### config.mk
export PLATFORM = sky130hd
export DESIGN_NAME = unit_enable_and_clock_setup
export DESIGN_NICKNAME = d
export VERILOG_FILES = /design/src/hw/unit_enable_and_clock_setup.v
export VERILOG_INCLUDE_DIRS = /design/src /design/src/hw
export SDC_FILE = /design/constraint.sdc
export NUM_CORES = 1
export LEC_CHECK = 0
export ABC_AREA = 1
export BUFFER_PORTS_ARGS = -buffer_cell sky130_fd_sc_hd__buf_4
export CAP_MARGIN = 20
export CORE_MARGIN = 1.5
export CORE_UTILIZATION = 45
export CTS_BUF_LIST = sky130_fd_sc_hd__clkbuf_16
export DETAILED_ROUTE_END_ITERATION = 6
export PLACE_DENSITY = 0.78
export RECOVER_POWER = 100
export SYNTH_ARGS = -nofsm -noshare
export SYNTH_HDL_FRONTEND = slang
export SYNTH_SLANG_ARGS = --single-unit
### constraint.sdc
create_clock -name pclk -period 5.4 [get_ports pclk]
set_clock_uncertainty 0.15 [all_clocks]
set_input_delay 1.08 -clock pclk [delete_from_list [all_inputs] [get_ports pclk]]
set_output_delay 1.08 -clock pclk [all_outputs]
set_load 0.03 [all_outputs]
### src/hw/unit_enable_consts.vh
// Register map, field positions, reset values and timing counts for the unit enable block
`ifndef UNIT_ENABLE_CONSTS_VH
`define UNIT_ENABLE_CONSTS_VH

`define ADDR_W                 12
`define OFF_PERIPHERAL_SETTINGS 12'h000
`define OFF_WHOLE_UNIT_ENABLE   12'h004
`define OFF_WHOLE_UNIT_STATE    12'h008
`define OFF_OWN_NODE_ID         12'h00c
`define OFF_SUB_ENABLE_BASE     12'h040
`define OFF_SUB_STATE_BASE      12'h080
`define NUM_BLOCKS             9

`define PRESCALE_LSB           4
`define PRESCALE_MSB           7
`define PLL_MSB                3
`define SHORT_ID_LSB           16
`define SHORT_ID_MSB           23
`define LONG_ID_MSB            15

`define RST_SETTINGS           32'h0000_0000
`define RST_SHORT_ID           8'hff
`define RST_LONG_ID            16'hffff

// Cycles a domain's gate/reset takes before status follows
`define SETTLE_CYCLES          4'h4
`endif

### src/hw/unit_enable_and_clock_setup.v
// Enable, clock gating, prescaler and node identifier control over APB
// What this block does
// - Prescaler codes 7 to 11 pick the mid timer clock ranges, one per step.
// - Prescaler codes 12 to 15 pick the top timer clock ranges.
// - Prescaler field reloads a divider of the APB clock, factor 1 to 16.
// - Settings bit 3 drives lane macro 4 PLL enable; 0 turns it off.
// - Settings bit 2 drives lane macro 3 PLL enable.
// - Settings bit 1 drives lane macro 2 PLL enable.
// - Settings bit 0 drives lane macro 1 PLL enable.
// - Whole unit enable bit 0 resets and gates every domain when 0.
// - Whole unit status bit 0 shows the actual global reset state.
// - Nine block enable registers each reset and gate one block.
// - Nine block status registers show each block's actual state.
// - Node identifier register holds 8-bit and 16-bit source identifiers.
//
// The implementer's own choices: the APB register port and the address map.
`timescale 1ns/10ps
`include "unit_enable_consts.vh"

module unit_enable_and_clock_setup (
  // APB clock and reset
  input  wire        pclk,
  input  wire        presetn,
  // APB slave
  input  wire        psel,
  input  wire        penable,
  input  wire        pwrite,
  input  wire [11:0] paddr,
  input  wire [31:0] pwdata,
  output reg  [31:0] prdata,
  output reg         pready,
  output reg         pslverr,
  // Timer clock enable and lane PLLs
  output reg         timer_tick,
  output reg  [3:0]  lane_pll_on,
  // Domain resets (active low) and clock enables
  output reg         unit_rst_n,
  output reg         unit_clk_on,
  output reg  [8:0]  block_rst_n,
  output reg  [8:0]  block_clk_on,
  // Source identifiers for outgoing packets
  output reg  [7:0]  short_node_id,
  output reg  [15:0] long_node_id
);

  localparam NB = `NUM_BLOCKS;

  reg  [31:0] settings_r;
  reg         unit_en_r;
  reg  [8:0]  block_en_r;
  reg  [7:0]  short_id_r;
  reg  [15:0] long_id_r;
  reg  [3:0]  div_cnt_r;
  reg  [3:0]  unit_cnt_r;
  reg         unit_stat_r;
  reg  [3:0]  blk_cnt_r [0:NB-1];
  reg  [8:0]  blk_stat_r;
  reg  [31:0] rdata_nxt;
  reg         err_nxt;
  reg  [3:0]  idx;

  wire        access = psel & penable & ~pready;
  wire        wr_acc = access & pwrite;
  wire [3:0]  prescale = settings_r[`PRESCALE_MSB:`PRESCALE_LSB];
  wire [11:0] sub_en_base = `OFF_SUB_ENABLE_BASE;
  wire [11:0] sub_st_base = `OFF_SUB_STATE_BASE;
  wire        in_sub_en = (paddr[11:6] == sub_en_base[11:6]) && (paddr[5:2] < 4'd9);
  wire        in_sub_st = (paddr[11:6] == sub_st_base[11:6]) && (paddr[5:2] < 4'd9);

  // Read decode; unmapped addresses answer with pslverr
  always @* begin
    rdata_nxt = 32'h0000_0000;
    err_nxt   = 1'b0;
    idx       = paddr[5:2];
    if (paddr[1:0] != 2'b00) begin
      err_nxt = 1'b1;
    end else if (paddr == `OFF_PERIPHERAL_SETTINGS) begin
      rdata_nxt = settings_r;
    end else if (paddr == `OFF_WHOLE_UNIT_ENABLE) begin
      rdata_nxt = {31'h0000_0000, unit_en_r};
    end else if (paddr == `OFF_WHOLE_UNIT_STATE) begin
      rdata_nxt = {31'h0000_0000, unit_stat_r};
    end else if (paddr == `OFF_OWN_NODE_ID) begin
      rdata_nxt = {8'h00, short_id_r, long_id_r};
    end else if (in_sub_en) begin
      rdata_nxt = {31'h0000_0000, block_en_r[idx]};
    end else if (in_sub_st) begin
      rdata_nxt = {31'h0000_0000, blk_stat_r[idx]};
    end else begin
      err_nxt = 1'b1;
    end
  end

  // One wait state: the answer comes one edge after the access phase opens
  always @(posedge pclk or negedge presetn) begin
    if (!presetn) begin
      pready  <= 1'b0;
      pslverr <= 1'b0;
      prdata  <= 32'h0000_0000;
    end else begin
      pready  <= access;
      pslverr <= access & err_nxt;
      prdata  <= (access & ~pwrite) ? rdata_nxt : 32'h0000_0000;
    end
  end

  // Register writes
  always @(posedge pclk or negedge presetn) begin
    if (!presetn) begin
      settings_r <= `RST_SETTINGS;
      unit_en_r  <= 1'b0;
      block_en_r <= 9'h000;
      short_id_r <= `RST_SHORT_ID;
      long_id_r  <= `RST_LONG_ID;
    end else if (wr_acc && !err_nxt) begin
      if (paddr == `OFF_PERIPHERAL_SETTINGS) begin
        // Only prescaler and PLL fields are kept; other bits read 0
        settings_r <= {24'h00_0000, pwdata[7:0]};
      end
      if (paddr == `OFF_WHOLE_UNIT_ENABLE) begin
        unit_en_r <= pwdata[0];
      end
      if (paddr == `OFF_OWN_NODE_ID) begin
        short_id_r <= pwdata[`SHORT_ID_MSB:`SHORT_ID_LSB];
        long_id_r  <= pwdata[`LONG_ID_MSB:0];
      end
      if (in_sub_en) begin
        block_en_r[idx] <= pwdata[0];
      end
    end
  end

  always @(posedge pclk or negedge presetn) begin
    if (!presetn) begin
      div_cnt_r  <= 4'h0;
      timer_tick <= 1'b0;
    end else if (div_cnt_r == 4'h0) begin
      div_cnt_r  <= prescale;
      timer_tick <= unit_stat_r;
    end else begin
      div_cnt_r  <= div_cnt_r - 4'h1;
      timer_tick <= 1'b0;
    end
  end

  // Lane PLL enables and identifiers to the packet path
  always @(posedge pclk or negedge presetn) begin
    if (!presetn) begin
      lane_pll_on   <= 4'h0;
      short_node_id <= `RST_SHORT_ID;
      long_node_id  <= `RST_LONG_ID;
    end else begin
      lane_pll_on   <= settings_r[`PLL_MSB:0];
      short_node_id <= short_id_r;
      long_node_id  <= long_id_r;
    end
  end

  // Global domain: on enable, clocks start then reset lifts; off drops clock and reset on the same edge.
  // Status is only updated once the settle count has run out.
  always @(posedge pclk or negedge presetn) begin
    if (!presetn) begin
      unit_clk_on <= 1'b0;
      unit_rst_n  <= 1'b0;
      unit_cnt_r  <= 4'h0;
      unit_stat_r <= 1'b0;
    end else begin
      unit_clk_on <= unit_en_r;
      unit_rst_n  <= unit_en_r & unit_clk_on;
      // status waits for settle
      // Count only once both gate and reset match the request and status lags
      if (unit_rst_n != unit_en_r || unit_clk_on != unit_en_r ||
          unit_stat_r == unit_en_r) begin
        unit_cnt_r <= 4'h0;
      end else if (unit_cnt_r == `SETTLE_CYCLES) begin
        unit_cnt_r <= 4'h0;
        unit_stat_r <= unit_en_r;
      end else begin
        unit_cnt_r <= unit_cnt_r + 4'h1;
      end
    end
  end

  // Per-block domains, also held while the whole unit is off
  genvar g;
  generate
    for (g = 0; g < NB; g = g + 1) begin : blk
      wire want = block_en_r[g] & unit_en_r;
      always @(posedge pclk or negedge presetn) begin
        if (!presetn) begin
          block_clk_on[g] <= 1'b0;
          block_rst_n[g]  <= 1'b0;
          blk_cnt_r[g]    <= 4'h0;
          blk_stat_r[g]   <= 1'b0;
        end else begin
          block_clk_on[g] <= want;
          block_rst_n[g]  <= want & block_clk_on[g];
          if (block_rst_n[g] != want || block_clk_on[g] != want ||
              blk_stat_r[g] == want) begin
            blk_cnt_r[g] <= 4'h0;
          end else if (blk_cnt_r[g] == `SETTLE_CYCLES) begin
            blk_cnt_r[g] <= 4'h0;
            blk_stat_r[g] <= want;
          end else begin
            blk_cnt_r[g] <= blk_cnt_r[g] + 4'h1;
          end
        end
      end
    end
  endgenerate

endmodule

==> results.toml, run 1 <==
[run_status]
outcome = "finished with violations"
failed_checks = "max-capacitance violations, max-slew violations"

[cts]
clock_latency_ns = 0.43
htree_levels = 4
clkTransAtPathRegs_ns = 0.06
cts_buffer_depth = 2
cts_made_buffers = 17
cts_tree = "done"
postCtsHoldBufs = 0
clock_sinks = 171
cts_resized = 0
clockRootBuffer = "clkbuf_16"
post-cts-setup-buffers = 0

[detailed_routing]
wl_per_cell_um = 13.82
wl_um = 15290
drtIter0Drc = 270
first_pass_iters = 5
drc_errors = 0
via_count = 5286
ant_nets = 0
routed_via_density = 4.779

[logic_synthesis]
synth_cell_types = 34
synth-simple-area-share_pct = 18.84
synth_top_family_by_area = "simple AND/OR/NAND/NOR gates"
ys_seq_area_share_pct = 59.30
ys_ff_latch = 171
synth_xor_area_share_pct = 2.394
synth-async-reset-ratio_pct = 100.0
synth_mux_area_share_pct = 0
syn_avg_cell_area_um2 = 9.717
syn-cell-area_um2 = 7317
yosys_most_used_dff = "dfrtp_1"
yosysWarnings = 0
synthAdderAreaFrac_pct = 5.301
synth_enable_flop_cells = 0
synth-compound-area-share_pct = 6.737
syn_inst = 753

[place]
place_area_um2 = 8381
dp_hpwl_um = 10630
gp_congestion = 0.8415
portBuffers = 115
place_inst = 1074

[global_routing]
antenna_found_initial = 0
grt_pass1_vias = 5201
grt.total_usage_pct = 19.40
grt_pass1_wl_um = 25340
grt_overflow = 0
grt_max_degree = 95

[finish]
antennaDiodeCount = 0
fin_nets = 957
fill_cells = 1477
final_area_um2 = 8601
drive_above_1_share_pct = 12.25
stdcell_count = 1106
synthToLayoutAreaGrowth_pct = 17.54

[die]
die_h_um = 130.5
core-area_um2 = 15890
num_io_pins = 132
die_width_um = 130.5
rows = 46
start_util_pct = 46.06
die-area_um2 = 17030

[critical_path]
critPathLaunchType = "primary input"
arrival_ns = 4.16
critical_path_class = "primary input to flop"
ff2ff_setup_slack_ns = 2.84
cp-end-kind = "flop"
rr_startpoint = "pready$_DFF_PN0_"
r2r_end = "long_id_r[15]$_DFFE_PN1P_"
worst_ep_required_time_ns = 5.59
ff2ff_path_depth = 7
critPathMaxFanout = 40

[min_path]
min-delay-path-class = "flop to flop"
min_path_cells = 0
hold_end = "short_node_id[1]$_DFF_PN1_"
hold_start = "short_id_r[1]$_DFFE_PN1P_"

[timing]
finalHoldViolations = 0
fmax_ghz = 0.2523
min_period_over_period_pct = 73.40
worstMarginPinSlew_ns = 2.229
relSlewSlack_pct = -48.61
slew_violations = 95
fin_hold_ws_ns = 0.2139
tns_ns = 0
setup_viol = 0
rsz0062_at_grt = "false"
period_needed_ns = 3.963

[power]
total_power_mw = 2.643
p_leak_nw = 4.034
peakVddDrop_v = 0.0002331
cellPowerDensity_nw_per_um2 = 307.3

[job]
drv_cap = 1
## cells in the final DEF, fill, tap and decap left out, types with 13 or more instances in the layout
| cell type | instances |
|---|---|
| nand2_1 | 158 |
| dfrtp_1 | 123 |
| inv_1 | 111 |
| nor2_1 | 80 |
| clkbuf_1 | 75 |
| o21ai_0 | 66 |
| buf_4 | 39 |
| ha_1 | 31 |
| dfstp_2 | 29 |
| nand3_1 | 27 |
| nor3_1 | 21 |
| dfstp_1 | 19 |
| clkbuf_16 | 17 |
| a21oi_1 | 13 |
## worst max-delay path, stage by stage
cell and delay, ns:
buf_4 0.11, inv_1 0.04, nand2_1 0.07, nor2_4 0.19, nand2_1 0.10, nor3_1 0.91, inv_2 0.51, nor2_4 0.80
nand2_1 0.18, o21ai_0 0.14
## worst max-delay path by stage
stage / start / endpoint / cells after the start
2_1_floorplan: paddr[3] / settings_r[7]$_DFFE_PN0P_ / 10
3_3_place_gp: paddr[8] / long_id_r[13]$_DFFE_PN1P_ / 10
3_5_place_dp: paddr[9] / long_id_r[15]$_DFFE_PN1P_ / 10
4_1_cts: paddr[9] / long_id_r[15]$_DFFE_PN1P_ / 10
5_1_grt: paddr[8] / long_id_r[15]$_DFFE_PN1P_ / 10
6_report: paddr[9] / long_id_r[15]$_DFFE_PN1P_ / 10
## metrics by stage
| stage | worst slack (ns) | utilization (%) |
|---|---|---|
| floorplan | 2.864 | - |
| global placement | 1.732 | 52.76 |
| detailed placement | 1.659 | 52.76 |
| CTS | 2.067 | 56.43 |
| global route | 1.100 | 54.14 |
| finish | 1.437 | 54.14 |
## cell families (layout without fill, tap and decap cells)
kind of cell               Yosys count  after routing
AOI/OAI and AO/OA                   87             87
and+or+nand+nor                    312            312
other                                1              8
adders and majority gates           31             31
xor gates and xnor gates            20             20
DFF                                171            171
buffers and inverters              131            261
## registers in the layout, summed over array words and instances, names as in the netlist, 8 cells and up
name           count
blk_stat_r         9
short_id_r         8
block_clk_on       9
settings_r         8
block_en_r         9
short_node_id      8
block_rst_n        9
long_node_id      16
prdata            24
long_id_r         16
blk_cnt_r         36
## cell usage after synthesis (4+ instances only)
cell type	number	area share, %
nand4_1	10	0.85
a21oi_1	12	0.82
buf_4	12	1.2
ha_1	31	5.3
inv_1	108	5.5
o21ai_1	17	1.2
nor2_1	79	4.1
clkbuf_1	6	0.31
nor3_1	20	1.4
nor2_4	4	0.62
o21ai_0	44	3.0
nand3_1	25	1.7
o21ai_2	8	0.96
xor2_1	10	1.2
nand3b_1	10	1.0
dfstp_2	48	17
xnor2_1	10	1.2
nand2_1	157	8.1
dfrtp_1	123	42
## layer usage
metal | up-vias | wire (um) | GRT usage, %
li1 | 2598 | - | -
met1 | 2538 | 6741 | 24.45
met2 | 118 | 7488 | 32.07
met3 | 32 | 633 | 4.764
met4 | 0 | 424 | 8.274
met5 | - | 0 | 0
## cell type report
class,instances,area [um2],area share (%)
clock inverters,15,157.7,1.833
multi-input cells,458,2392,27.81
inverters,111,416.7,4.844
well taps,216,270.3,3.142
flip-flops and latches,171,4339,50.45
clock buffers,17,425.4,4.946
repair buffers,118,599.3,6.968
## power by group
group	internal, mW	leakage, nW	switching, mW
registers	1.30	2.20	0.0103
logic	0.0430	1.55	0.0831
clock network	0.718	0.286	0.491
Power figures use the tool's default switching activity.
==> run 2, diff against run 1 <==
--- a/config.mk
+++ b/config.mk
@@ -6,7 +6,7 @@
 export SDC_FILE = /design/constraint.sdc
 export NUM_CORES = 1
 export LEC_CHECK = 0
-export ABC_AREA = 1
+export ABC_AREA = 0
 export BUFFER_PORTS_ARGS = -buffer_cell sky130_fd_sc_hd__buf_4
 export CAP_MARGIN = 20
 export CORE_MARGIN = 1.5
==> constraint.sdc (replaced) <==
create_clock -name pclk -period 3.9 [get_ports pclk]
set_clock_uncertainty 0.15 [all_clocks]
set_input_delay 0.78 -clock pclk [delete_from_list [all_inputs] [get_ports pclk]]
set_output_delay 0.78 -clock pclk [all_outputs]
set_load 0.03 [all_outputs]
==> run 2 against run 1 <==
  * Register-to-register slack got worse by 1.5 ns
  * Cell count fell by 18%
  * Synthesized area fell by 1.4%
  * Total power rose by 37%
  * Cell area fell by 2.3%
  * Combinational power rose by 32%
  * Clock-buffer cell count did not move
  * Die area fell by 1.4%
  * Setup slack got worse by 0.28 ns
  * Core utilization fell by 0.83 points
  * Largest power group unchanged
  * Largest cell class unchanged
  * Clock power rose by 36%
  * The run now ends clean
  * Sequential power rose by 39%
==> results.toml, run 2 <==
[logic_synthesis]
yosysWarnings = 0
synth_most_common_cell = "dfrtp_1"
synth_cell_types = 50
syn-cell-area_um2 = 7212
yosys-top-cells-count = "dfrtp_1, nor2_1, dfstp_2, and2_1, mux2_2"
synth_enable_flop_cells = 0
yosys-top-cells-area = "dfrtp_1, dfstp_2, ha_1"
synth-async-reset-ratio_pct = 100.0
syn_avg_cell_area_um2 = 12.90
yosys_most_used_dff = "dfrtp_1"
ys_ff_latch = 171
syn_inst = 559
ys_seq_area_share_pct = 60.17
yosys.area.top_type = "dfrtp_1"
yosysTopAreaCellShare_pct = 42.68

[finish]
final_area_um2 = 8407
fin_nets = 761
largestRegisters = "blk_cnt_r (36), prdata (24)"
fin_util_pct = 53.31
synthToLayoutAreaGrowth_pct = 16.57
final_cell_mix = "dfrtp_1, clkbuf_1, nor2_1"
final_common_cell = "dfrtp_1"
largest_reg_flops = 36
antennaDiodeCount = 0
regMostFlops = "blk_cnt_r"
drive_above_1_share_pct = 19.45

[cts]
cts_made_buffers = 17
clock_sinks = 171
clockRootBuffer = "clkbuf_16"
cts_tree = "done"
post-cts-setup-buffers = 0
cts_buffer_depth = 2
postCtsHoldBufs = 0
clkTransAtPathRegs_ns = 0.07
htree_levels = 4
clock_latency_ns = 0.43
cts_resized = 0

[global_routing]
grt_pass1_wl_um = 23140
antenna_found_initial = 0
grt_max_degree = 114
grt.total_usage_pct = 18.08
grt_pass1_vias = 4635
grt_overflow = 0

[timing]
finalHoldViolations = 0
worstMarginPinSlew_ns = 1.418
relSlewSlack_pct = 5.444
slew_violations = 0
period_needed_ns = 2.743
tns_ns = 0
min_period_over_period_pct = 70.34
rsz0062_at_grt = "false"
fin_hold_ws_ns = 0.2337
setup_viol = 0
fmax_ghz = 0.3645

[die]
num_io_pins = 132
die_h_um = 129.6
core-area_um2 = 15770
die-area_um2 = 16790
rows = 46
start_util_pct = 45.73
die_width_um = 129.6

[critical_path]
critPathMaxFanout = 16
critPathLaunchType = "primary input"
critical_path_class = "primary input to flop"
cp-end-kind = "flop"
worst_ep_required_time_ns = 4.11
arrival_ns = 2.96

[run_status]
outcome = "completed"

[place]
dp_hpwl_um = 10170
portBuffers = 115
place_area_um2 = 8240
gp_congestion = 0.8093

[power]
cellPowerDensity_nw_per_um2 = 431.3
total_power_mw = 3.626
peakVddDrop_v = 0.0002901
p_leak_nw = 3.862

[detailed_routing]
via_count = 4578
ant_nets = 0
drtIter0Drc = 250
routed_via_density = 5.031
wl_per_cell_um = 16.05
drc_errors = 0
wl_um = 14610
first_pass_iters = 5

[job]
drv_cap = 0

[min_path]
min-delay-path-class = "flop to flop"
[run 2: changes by cell type in the layout (fill, tap and decap cells not counted), moves of 12 or more]
cell	change
inv_1	-80
and2_1	+12
mux2_1	+20
nor2_1	-26
o21ai_0	-54
nand3_1	-12
nand2_1	-130
mux2_2	+33
nor3_1	-18
and2_0	+25
[run 2: critical path, stage by stage]
cell	delay, ns
clkbuf_1	0.11
nor4_1	0.63
and2b_1	0.24
nand3_1	0.35
nor2_2	0.63
and2_0	0.22
[run 2: final cells by class]
class | instances | area, um2
Clock buffer | 17 | 425.4
Timing Repair Buffer | 116 | 583.1
Inverter | 30 | 112.6
Clock inverter | 15 | 155.1
Tap cell | 216 | 270.3
Sequential cell | 171 | 4339
Fill cell | 1396 | 7363
Multi-Input combinational cell | 345 | 2521
[run 2: layer usage]
metal | vias up | GRT usage [%] | wire (um)
met5 | - | 0 | 0
met4 | 0 | 7.451 | 257
met3 | 20 | 5.078 | 1047
met2 | 150 | 31.37 | 7381
met1 | 2293 | 21.11 | 5919
li1 | 2115 | - | -
[run 2: where the power goes]
| part | switching, mW | internal, mW |
|---|---|---|
| registers | 0.0199 | 1.80 |
| clock network | 0.740 | 0.904 |
| logic | 0.106 | 0.0600 |
| total | 0.866 | 2.76 |
[run 2: metrics by stage]
| step | worst slack, ns | cells |
|---|---|---|
| 6_report | 1.157 | 910 |
| 5_1_grt | 0.8546 | 910 |
| 4_1_cts | 1.505 | 910 |
| 3_5_place_dp | 1.114 | 878 |
| 3_3_place_gp | 1.146 | 878 |
| 2_1_floorplan | 1.600 | 566 |
[run 2: path summary, 6_finish.rpt]
kind                       slack, ns                         end  depth (start not counted)                      start
min reg2reg                     0.23  short_node_id[2]$_DFF_PN1_                          0  short_id_r[2]$_DFFE_PN1P_
min                             0.23  short_node_id[2]$_DFF_PN1_                          0  short_id_r[2]$_DFFE_PN1P_
max in group asynchronous       1.34   blk_stat_r[7]$_DFFE_PN0P_                          2                    presetn
min in group asynchronous       0.34      div_cnt_r[3]$_DFF_PN0_                          1                    presetn
max reg2reg                     1.39        prdata[23]$_DFF_PN0_                          5           pready$_DFF_PN0_
max                             1.16        prdata[23]$_DFF_PN0_                          6                   paddr[9]
[run 2: cell families (layout without fill, tap and decap cells)]
kind of cell	after synthesis	count (layout)	share of synthesized area [%]
AO/OA/AOI/OAI	52	52	4.494
XOR/XNOR	19	19	2.307
adder cells (fa/ha/maj)	31	31	5.378
buffers and inverters	50	178	3.713
flip-flops	171	171	60.17
multiplexers	59	59	10.67
other	1	8	0.05200
AND/OR/NAND/NOR	176	176	13.22
